$ cat config.mk
export PLATFORM = sky130hd
export DESIGN_NAME = threshold_interrupt_regs
export DESIGN_NICKNAME = d
export VERILOG_FILES = /design/src/rtl/thr_pkg.sv /design/src/rtl/limit_if.sv /design/src/rtl/limit_compare.sv /design/src/rtl/threshold_interrupt_regs.sv
export VERILOG_INCLUDE_DIRS = /design/src /design/src/rtl
export SDC_FILE = /design/constraint.sdc
export NUM_CORES = 1
export LEC_CHECK = 0
export BUFFER_PORTS_ARGS = -buffer_cell sky130_fd_sc_hd__buf_2
export CORE_ASPECT_RATIO = 1.25
export CORE_MARGIN = 2
export CORE_UTILIZATION = 40
export DETAILED_ROUTE_END_ITERATION = 16
export SETUP_SLACK_MARGIN = 0.4
export SLEW_MARGIN = 10
export SYNTH_ARGS = -nofsm -noshare
export SYNTH_HDL_FRONTEND = slang
export SYNTH_SLANG_ARGS = --single-unit
$ cat constraint.sdc
create_clock -name i_clk -period 4.2 [get_ports i_clk]
set_clock_uncertainty 0.1 [all_clocks]
set_input_delay 0.42 -clock i_clk [delete_from_list [all_inputs] [get_ports i_clk]]
set_output_delay 0.42 -clock i_clk [all_outputs]
set_load 0.01 [all_outputs]
$ cat src/rtl/thr_defs.svh
`ifndef THR_DEFS_SVH
`define THR_DEFS_SVH

// ==========================================================
// register addresses
`define ADR_LOW_HI 8'h8a
`define ADR_LOW_LO 8'h8b
`define ADR_HIGH_HI 8'h8c
`define ADR_HIGH_LO 8'h8d
`define ADR_STATUS 8'h8e
`define ADR_MOD 8'h8f
`define ADR_AMB_IR 8'h90

// ==========================================================
// reset values
`define MOD_RESET 8'h01
`define THR_RESET 16'h0000
`define PTR_RESET 8'h00
`define STATUS_RESET 4'h0
`define BYTE_ZERO 8'h00
`define CNT_RESET 8'h00
`define CNT_ONE 8'h01

// ==========================================================
// field positions
`define ST_PROX 3
`define ST_ALS 2
`define ST_LOW 1
`define ST_HIGH 0
`define DELAY_MSB 7
`define DELAY_LSB 5
`define FREQ_MSB 4
`define FREQ_LSB 3
`define DEAD_MSB 2
`define DEAD_LSB 0

`endif

$ cat src/rtl/thr_pkg.sv
package thr_pkg;

  typedef struct packed {
    logic [7:0] ptr;
    logic [15:0] low_thr;
    logic [15:0] high_thr;
    logic [3:0] status;
    logic [7:0] mod_timing;
    logic [7:0] rd_data;
    logic rd_valid;
    logic int_n;
  } regs_t;

  typedef struct packed {
    logic [7:0] run;
    logic hit;
  } cmp_state_t;

endpackage

$ cat src/rtl/limit_if.sv
`timescale 1ns/10ps
interface limit_if;
  logic valid;
  logic [15:0] sample;
  logic [15:0] limit;
  logic [7:0] need;
  logic hit;

  modport cmp (
    input valid,
    input sample,
    input limit,
    input need,
    output hit
  );

  modport src (
    output valid,
    output sample,
    output limit,
    output need,
    input hit
  );
endinterface

$ cat src/rtl/limit_compare.sv
`timescale 1ns/10ps
`include "thr_defs.svh"
module limit_compare #(
  parameter bit ABOVE = 1'b0
) (
  // clock and reset
  input wire logic i_clk,
  input wire logic i_nrst,
  // comparison channel
  limit_if.cmp lim
);

  thr_pkg::cmp_state_t s_q;
  thr_pkg::cmp_state_t s_d;
  logic qualifies;

  // ==========================================================
  // consecutive run counter
  always_comb begin
    qualifies = ABOVE ? (lim.sample > lim.limit) : (lim.sample < lim.limit);
    s_d = s_q;
    s_d.hit = 1'b0;
    if (lim.valid) begin
      if (!qualifies) begin
        s_d.run = `CNT_RESET;
      end else if (s_q.run + `CNT_ONE >= lim.need) begin
        // restart the run so a steady level keeps firing every need samples
        s_d.run = `CNT_RESET;
        s_d.hit = 1'b1;
      end else begin
        s_d.run = s_q.run + `CNT_ONE;
      end
    end
  end

  always_ff @(posedge i_clk or negedge i_nrst) begin
    if (!i_nrst) begin
      s_q <= '{run: `CNT_RESET, hit: 1'b0};
    end else begin
      s_q <= s_d;
    end
  end

  assign lim.hit = s_q.hit;

endmodule

$ cat src/rtl/threshold_interrupt_regs.sv
`timescale 1ns/10ps
`include "thr_defs.svh"
module threshold_interrupt_regs (
  // clock and reset
  input wire logic i_clk,
  input wire logic i_nrst,
  // serial bus byte layer
  input wire logic i_addr_valid,
  input wire logic [7:0] i_addr,
  input wire logic i_wr_valid,
  input wire logic [7:0] i_wr_data,
  input wire logic i_rd_req,
  output logic [7:0] o_rd_data,
  output logic o_rd_valid,
  // interrupt control bits
  input wire logic i_limit_source_select,
  input wire logic i_limit_irq_enable,
  input wire logic i_prox_ready_irq_enable,
  input wire logic i_als_ready_irq_enable,
  input wire logic [2:0] i_count_exceed_code,
  // measurement results
  input wire logic i_prox_ready,
  input wire logic [15:0] i_prox_result,
  input wire logic i_als_ready,
  input wire logic [15:0] i_als_result,
  // interrupt pin
  output logic o_int_n,
  // modulator settings
  output logic [2:0] o_delay_time,
  output logic [1:0] o_prox_frequency,
  output logic [2:0] o_dead_time
);

  thr_pkg::regs_t r_q;
  thr_pkg::regs_t r_d;

  limit_if below_ch ();
  limit_if above_ch ();

  logic sel_valid;
  logic [15:0] sel_result;
  logic [7:0] need;
  logic [3:0] set_bits;
  logic [3:0] clr_bits;
  logic [7:0] rd_mux;
  logic take_addr;
  logic take_wr;
  logic take_rd;
  logic [7:0] ptr_next;
  logic wr_low_hi;
  logic wr_low_lo;
  logic wr_high_hi;
  logic wr_high_lo;
  logic wr_status;
  logic wr_mod;
  logic [15:0] low_next;
  logic [15:0] high_next;
  logic [7:0] mod_next;
  logic [3:0] status_next;
  logic irq_pending;

  // ==========================================================
  // result selection and comparators
  always_comb begin
    // the selected source alone feeds both comparators
    sel_valid = i_limit_source_select ? i_als_ready : i_prox_ready;
    sel_result = i_limit_source_select ? i_als_result : i_prox_result;
    // count code n asks for 2**n consecutive results
    need = `CNT_ONE << i_count_exceed_code;
  end

  assign below_ch.valid = sel_valid;
  assign below_ch.sample = sel_result;
  assign below_ch.limit = r_q.low_thr;
  assign below_ch.need = need;
  assign above_ch.valid = sel_valid;
  assign above_ch.sample = sel_result;
  assign above_ch.limit = r_q.high_thr;
  assign above_ch.need = need;

  limit_compare #(
    .ABOVE(1'b0)
  ) u_below (
    .i_clk(i_clk),
    .i_nrst(i_nrst),
    .lim(below_ch.cmp)
  );

  limit_compare #(
    .ABOVE(1'b1)
  ) u_above (
    .i_clk(i_clk),
    .i_nrst(i_nrst),
    .lim(above_ch.cmp)
  );

  // ==========================================================
  // event sources
  always_comb begin
    set_bits = `STATUS_RESET;
    set_bits[`ST_PROX] = i_prox_ready & i_prox_ready_irq_enable;
    set_bits[`ST_ALS] = i_als_ready & i_als_ready_irq_enable;
    set_bits[`ST_LOW] = below_ch.hit & i_limit_irq_enable;
    set_bits[`ST_HIGH] = above_ch.hit & i_limit_irq_enable;
  end

  // ==========================================================
  // request decode
  // one request per edge: address phase first, then write, then read
  always_comb begin
    take_addr = i_addr_valid;
    take_wr = !i_addr_valid && i_wr_valid;
    take_rd = !i_addr_valid && !i_wr_valid && i_rd_req;
    // the pointer wraps from ff to 00 on purpose
    ptr_next = 8'(r_q.ptr + `CNT_ONE);
  end

  // ==========================================================
  // write strobes
  // the reserved ambient IR place and unmapped addresses match no strobe,
  // so such writes vanish while the pointer still moves on
  always_comb begin
    wr_low_hi = take_wr && (r_q.ptr == `ADR_LOW_HI);
    wr_low_lo = take_wr && (r_q.ptr == `ADR_LOW_LO);
    wr_high_hi = take_wr && (r_q.ptr == `ADR_HIGH_HI);
    wr_high_lo = take_wr && (r_q.ptr == `ADR_HIGH_LO);
    wr_status = take_wr && (r_q.ptr == `ADR_STATUS);
    wr_mod = take_wr && (r_q.ptr == `ADR_MOD);
  end

  // ==========================================================
  // next stored values
  // each limit byte lands alone; a read between the two writes of a pair
  // sees half of the new value, the price of keeping no shadow copy
  always_comb begin
    low_next = r_q.low_thr;
    high_next = r_q.high_thr;
    mod_next = r_q.mod_timing;
    clr_bits = `STATUS_RESET;
    if (wr_low_hi) begin
      low_next[15:8] = i_wr_data;
    end
    if (wr_low_lo) begin
      low_next[7:0] = i_wr_data;
    end
    if (wr_high_hi) begin
      high_next[15:8] = i_wr_data;
    end
    if (wr_high_lo) begin
      high_next[7:0] = i_wr_data;
    end
    if (wr_status) begin
      clr_bits = i_wr_data[3:0];
    end
    if (wr_mod) begin
      mod_next = i_wr_data;
    end
  end

  // ==========================================================
  // sticky status
  // set wins over a same-cycle write-one clear, so an event that lands
  // between the host's read and its clear is never lost
  always_comb begin
    status_next = (r_q.status & ~clr_bits) | set_bits;
    irq_pending = |status_next;
  end

  // ==========================================================
  // read multiplexer
  always_comb begin
    unique case (r_q.ptr)
      `ADR_LOW_HI: rd_mux = r_q.low_thr[15:8];
      `ADR_LOW_LO: rd_mux = r_q.low_thr[7:0];
      `ADR_HIGH_HI: rd_mux = r_q.high_thr[15:8];
      `ADR_HIGH_LO: rd_mux = r_q.high_thr[7:0];
      `ADR_STATUS: rd_mux = {4'h0, r_q.status};
      `ADR_MOD: rd_mux = r_q.mod_timing;
      // reserved ambient IR level and unmapped addresses read zero
      default: rd_mux = `BYTE_ZERO;
    endcase
  end

  // ==========================================================
  // register update
  always_comb begin
    r_d = r_q;
    r_d.rd_valid = 1'b0;
    r_d.low_thr = low_next;
    r_d.high_thr = high_next;
    r_d.mod_timing = mod_next;
    r_d.status = status_next;
    r_d.int_n = ~irq_pending;
    if (take_addr) begin
      r_d.ptr = i_addr;
    end else if (take_wr || take_rd) begin
      // the pointer moves on after every byte, even a dropped write
      r_d.ptr = ptr_next;
    end
    if (take_rd) begin
      r_d.rd_data = rd_mux;
      r_d.rd_valid = 1'b1;
    end
  end

  always_ff @(posedge i_clk or negedge i_nrst) begin
    if (!i_nrst) begin
      r_q <= '{
        ptr: `PTR_RESET,
        low_thr: `THR_RESET,
        high_thr: `THR_RESET,
        status: `STATUS_RESET,
        mod_timing: `MOD_RESET,
        rd_data: `BYTE_ZERO,
        rd_valid: 1'b0,
        int_n: 1'b1
      };
    end else begin
      r_q <= r_d;
    end
  end

  // ==========================================================
  // outputs, all straight from flops
  assign o_rd_data = r_q.rd_data;
  assign o_rd_valid = r_q.rd_valid;
  assign o_int_n = r_q.int_n;
  assign o_delay_time = r_q.mod_timing[`DELAY_MSB:`DELAY_LSB];
  assign o_prox_frequency = r_q.mod_timing[`FREQ_MSB:`FREQ_LSB];
  assign o_dead_time = r_q.mod_timing[`DEAD_MSB:`DEAD_LSB];

endmodule

# ---- Yosys cells after proc, flatten, opt, wreduce, memory -nomap -nowiden
# Cells that the tools add are included.
dict set report totals {
  ff_bits 80
  word_cells 67
  output_inout_bits 18
  in_bits 62
}
dict set report op_classes {
  bitwise 8
  n_shift 1
  add_sub_neg 3
  n_mux 17
  n_reduce_logical 14
  n_lt_le_gt_ge 4
  eq_ne 6
}
# op n
set op_table {}
lappend op_table {{$eq A8 B8 Y1 const B} 6}
lappend op_table {{$mux W8} 6}
lappend op_table {{$pmux W8 S6} 1}
lappend op_table {{$add A8 B1 Y8 const B} 3}
lappend op_table {{$ge A8 B8 Y1} 2}
lappend op_table {{$gt A16 B16 Y1} 1}
lappend op_table {{$lt A16 B16 Y1} 1}
lappend op_table {{$mux W16} 1}
lappend op_table {{$logic_and A1 B1 Y1} 9}
lappend op_table {{$mux W1} 8}
lappend op_table {{$shl A1 B3 Y8 const A} 1}
lappend op_table {{$and A1 B1 Y1} 4}
lappend op_table {{$and A4 B4 Y4} 1}
lappend op_table {{$mux W4} 1}
lappend op_table {{$not A4 Y4} 1}
lappend op_table {{$or A4 B4 Y4} 1}
lappend op_table {{$reduce_or A4 Y1} 1}
lappend op_table {{$logic_not A1 Y1} 2}
lappend op_table {{$reduce_bool A2 Y1} 1}
lappend op_table {{$logic_or A1 B1 Y1} 1}
lappend op_table {{$not A1 Y1} 1}

# ---- Depth between registers and ports, before layout
dict set report logic_depth {
  word_depth 9
  mapped_depth 11
  mapped_depth_nobuf 11
}

# ---- Cells and area by module
# From an unflattened synthesis, not the netlist that was laid out.
dict set report hier_totals {
  cells_unflattened 525
  area_unflattened_um2 5440.2
}
# module instances area_per_inst_um2 cells_per_inst seq_area_each_um2
set by_module_without_submodules {}
lappend by_module_without_submodules {threshold_interrupt_regs 1 3311.9 278 1554.0}
lappend by_module_without_submodules {{limit_compare at u_above} 1 1106.1 130 225.2}
lappend by_module_without_submodules {{limit_compare at u_below} 1 1022.2 117 225.2}

# ---- Worst setup path before layout
# No wires, ideal clock.
dict set report synth_timing {
  path_kind {input port to flip-flop}
  start {input i_limit_source_select}
  end {register u_above.s_q[1] (netlist name)}
  cell_stages 10
  required_time_ns 3.978
  setup_slack_ns 1.061
  setup_ns 0.122
  arrival_time_ns 2.917
  path_buffers 3
  cell_sequence {buf_2 buf_1 mux2_2 ha_1 a211oi_1 nor2_1 a311o_1 a211o_1 clkbuf_1 a32o_1}
}
dict set report synth_via {
  elab_chain_cells 3
  elab_cells_between_ends 4
  cone_classes {order compare (1); mux (3)}
}
# item line_no
set synth_lines {}
lappend synth_lines {{start, declared} threshold_interrupt_regs.sv:16} ;# input wire logic i_limit_source_select,
lappend synth_lines {{$mux W16} threshold_interrupt_regs.sv:67} ;# sel_result = i_limit_source_select ? i_als_result : i_prox_result;
lappend synth_lines {{$gt A16 B16 Y1} limit_compare.sv:20} ;# qualifies = ABOVE ? (lim.sample > lim.limit) : (lim.sample < lim.limit);
lappend synth_lines {{$mux W8} limit_compare.sv:24} ;# if (!qualifies) begin
lappend synth_lines {{end signal, assigned} limit_compare.sv:38} ;# s_q <= '{run: `CNT_RESET, hit: 1'b0};
lappend synth_lines {{end, declared} limit_compare.sv:13} ;# thr_pkg::cmp_state_t s_q;
# Parallel ways exist; a longest one is shown, timed or not.
# A chain may end at the register's enable or synchronous reset.

# ---- Final worst setup path
dict set report layout_timing {
  start {register u_above.s_q[1] (netlist name)}
  end {register u_above.s_q[3] (netlist name)}
}
dict set report layout_via {
  elab_chain_cells 4
}
# item line_no
set layout_lines {}
lappend layout_lines {{$add A8 B1 Y8 (no line) (*)} n/a}
lappend layout_lines {{$ge A8 B8 Y1} limit_compare.sv:26} ;# end else if (s_q.run + `CNT_ONE >= lim.need) begin
lappend layout_lines {{$mux W8 (*)} limit_compare.sv:26}
lappend layout_lines {{$mux W8 (*)} limit_compare.sv:24}
# Every way passes the cells marked *; elsewhere a longest branch is shown, timed or not.

==> impl_results.md <==
- Tmin final: 2940 ps
- Final ANT Viol Nets: 0
- Antenna violations before repair: 1
- Uppermost routed layer: met4
- Clock buffer depth: 2
- WP data arrival: a little over 3000 ps
- CP startpoint kind: flop
- Layout area overhead: 13.4%
- Met3 Wirelength: 628 um
- Reg2reg setup slack: roughly 1300 ps
- Largest net degree at the start of global routing: 46
- Fin area: between 6000 and 7000 sq um
- Post-DP HPWL: 10.2 mm
- Fin nets: 703
- Cts repair resizes: 0
- Synthesized Nets: around 650
- Fillers: ~1.2k
- Reg2reg end: u_above.s_q[3]$_DFFE_PN0P_
- Max-cap viol count: 0
- Clk Tree Root Cell: clkbuf_16
- Share of cells above drive strength 1: 0.228
- Total clock sinks: 80
- Die X: 107 um
- Commonest cells post-synth: dfrtp_1 (78), ha_1 (53), nand2_1 (46), inv_1 (36)
- Synth top area cells: dfrtp_1 (37%), ha_1 (12%), mux2_1 (5.1%)
- Post-synth top area share: 0.366
- Leakage power: 2.93 nW
- Mapped cell area: roughly 5300 sq um
- # setup viols final: 0
- Seq/Total Area, Yosys: 0.376
- EDFF count, synth: 0
- Syn Area/Cell: roughly 10 sq um
- Worst R2R Start: u_above.s_q[1]$_DFFE_PN0P_
- Hold Violations, Final: 34
- Violated checks: negative hold slack
- Worst-path clk slew: ~60 ps
- DR vias: around 4.2k
- Slew headroom: 0.277
- Crit share post-route: 0.700
- Setup_tns: 0 ps
- Setup crit end kind: flop
- Post-CTS setup buffer count: 0
- Total congestion overflow: 0
- Count of cell types in the netlist: 64
- Per-cell routed wire length: approximately 17 um
- Post-DP Area: 5750 sq um
- Final slew viol count: 0
- Die Y: 133 um
- Port Buffers: 79
- Hold WS: -25.1 ps
- RSZ-0062 raised after global routing: no
- Most frequent cell after synthesis: dfrtp_1
- Met2 WL: 6.65 mm
- Max H-tree Level: 3
- First-pass GRT wire length: 21.5 mm
- Non-filler instance count after layout: between 700 and 800
- Multi-input gate area: 2980 sq um
- Core Rows: 47
- Core Area: 13100 sq um
- 1st-iter DRT viols: around 190
- Drt via density: 5.43
- Sequential cell area: 2000 sq um
- Top FF cell, synth: dfrtp_1
- Leading area contributor after synthesis: dfrtp_1
- Ys Warns: 0
- Crit Path Class: flop to flop
- GRT Util Overall: 0.194
- Reg2Reg Depth: 10
- Die Area: 14300 sq um
- Fmax: 340 MHz
- CTS Hold Buffers Added: 0
- CTS tree: yes
- Tightest Pin Transition: 1080 ps
- Synth Instances: around 530
- Post-synthesis register bit count: 80
- Pre-Repair DR Iteration Count: 4
- WP data required: roughly 4400 ps
- Dpl cells: 748
- Routed met1 length: about 5.6 mm
- Post-synth ARST share: 1.00
- CTS buffer count: 9
- Status: finished with violations
- Power Dens Cells: 393 nW/um^2
- Worst vdd ir: 0.170 mV
- Clk_lat worst skew: 350 ps
- Initial Utilization: 0.407
- Residual DRC: 0
- Vias in the first global route: about 4.3k
- Gp weighted congestion: 0.884
- I/O pin cnt: 80
- Worst min path class: input port to async pin
- Worst-path fanout max: 11
- DRT Wirelength: 13.1 mm
==> final cells by class <==
| cell class | count | share of cell area |
|---|---|---|
| inverters | 36 | 0.0223 |
| clock inverters | 7 | 0.0130 |
| well taps | 171 | 0.0354 |
| clock buffers | 9 | 0.0372 |
| diodes | 1 | 0.000413 |
| multi-input cells | 380 | 0.492 |
| flip-flops and latches | 80 | 0.331 |
| repair buffers | 81 | 0.0682 |
==> routing by layer <==
metal / global-route usage / vias up
met1: 0.236 / 2020
met3: 0.0372 / 15
li1: - / 2033
met2: 0.339 / 89
met5: 0 / -
met4: 0.0685 / 0
==> how the worst max path moves through the flow <==
stage,slack (ps),to,start,cells after the start
after CTS,1250,u_above.s_q[3]$_DFFE_PN0P_,u_above.s_q[1]$_DFFE_PN0P_,10
after detailed placement,1000,u_above.s_q[3]$_DFFE_PN0P_,i_limit_source_select,9
after floorplan,1060,u_above.s_q[1]$_DFFE_PN0P_,i_limit_source_select,10
final,1260,u_above.s_q[3]$_DFFE_PN0P_,u_above.s_q[1]$_DFFE_PN0P_,10
after global placement,1140,u_above.s_q[3]$_DFFE_PN0P_,i_limit_source_select,9
after global routing,940,u_above.s_q[3]$_DFFE_PN0P_,u_above.s_q[1]$_DFFE_PN0P_,10
==> worst max-delay path, stage by stage (launching register included) <==
cell and delay (ps):
dfrtp_1 430, and3_1 180, nand3_1 160, nor2_1 170
xor2_1 240, ha_1 290, a21oi_1 140, o21ai_0 90
a21oi_1 670, a41oi_1 220, o21ai_1 160
==> layout by cell type (no fill, tap or decap), types with 5 or more instances in the layout <==
cell       synthesis  routed
a22o_1             8       8
mux2_2            16      16
nor2_1            19      19
nor3_1            10      10
mux2i_1           15      14
mux2_4             8       8
o21ai_0           13      13
inv_1             36      36
o21ai_1           24      24
dfrtp_1           78      78
xor2_1             8       8
mux2_1            24      24
ha_1              53      53
nand3_1           16      16
xnor2_1            6       6
and3_1             6       6
a32o_1             6       6
nand2_1           46      46
buf_2              6      78
o22ai_1            5       5
a21oi_1           19      19
nand4_1           11      11
clkbuf_16          0       9
==> through the flow <==
stage	total power, mW	util	setup slack (ps)
global route	2.54	0.461	940
global placement	1.56	0.438	1140
finish	2.38	0.462	1260
CTS	2.40	0.461	1250
floorplan	1.39	-	1060
detailed placement	1.59	0.438	1000
==> power breakdown <==
| part | internal [mW] | switching [mW] | total (mW) |
|---|---|---|---|
| Combinational | 0.271 | 0.324 | 0.595 |
| Clock | 0.468 | 0.344 | 0.812 |
| Sequential | 0.867 | 0.108 | 0.974 |
==> cells by family (layout without fill, tap and decap cells) <==
kind of cell / Yosys count / after routing / synth area share
AND/OR/NAND/NOR: 141 / 141 / 0.139
AO/OA/AOI/OAI: 109 / 109 / 0.136
flip-flops: 80 / 80 / 0.376
buffers and inverters: 72 / 133 / 0.0668
multiplexers: 63 / 63 / 0.135
adder cells (fa/ha/maj): 53 / 53 / 0.124
XOR/XNOR: 14 / 14 / 0.0230
other: 0 / 1 / 0
==> state kept, by name, summed over array words and instances (netlist names) <==
register and cells:
above_ch.limit 16, below_ch.limit 16, r_q 12, o_rd_data 8
u_above.s_q 8, u_below.s_q 8, o_dead_time 3, o_delay_time 3
o_prox_frequency 2, o_int_n 1, o_rd_valid 1, u_above.lim.hit 1
u_below.lim.hit 1
Power figures use the tool's default switching activity.
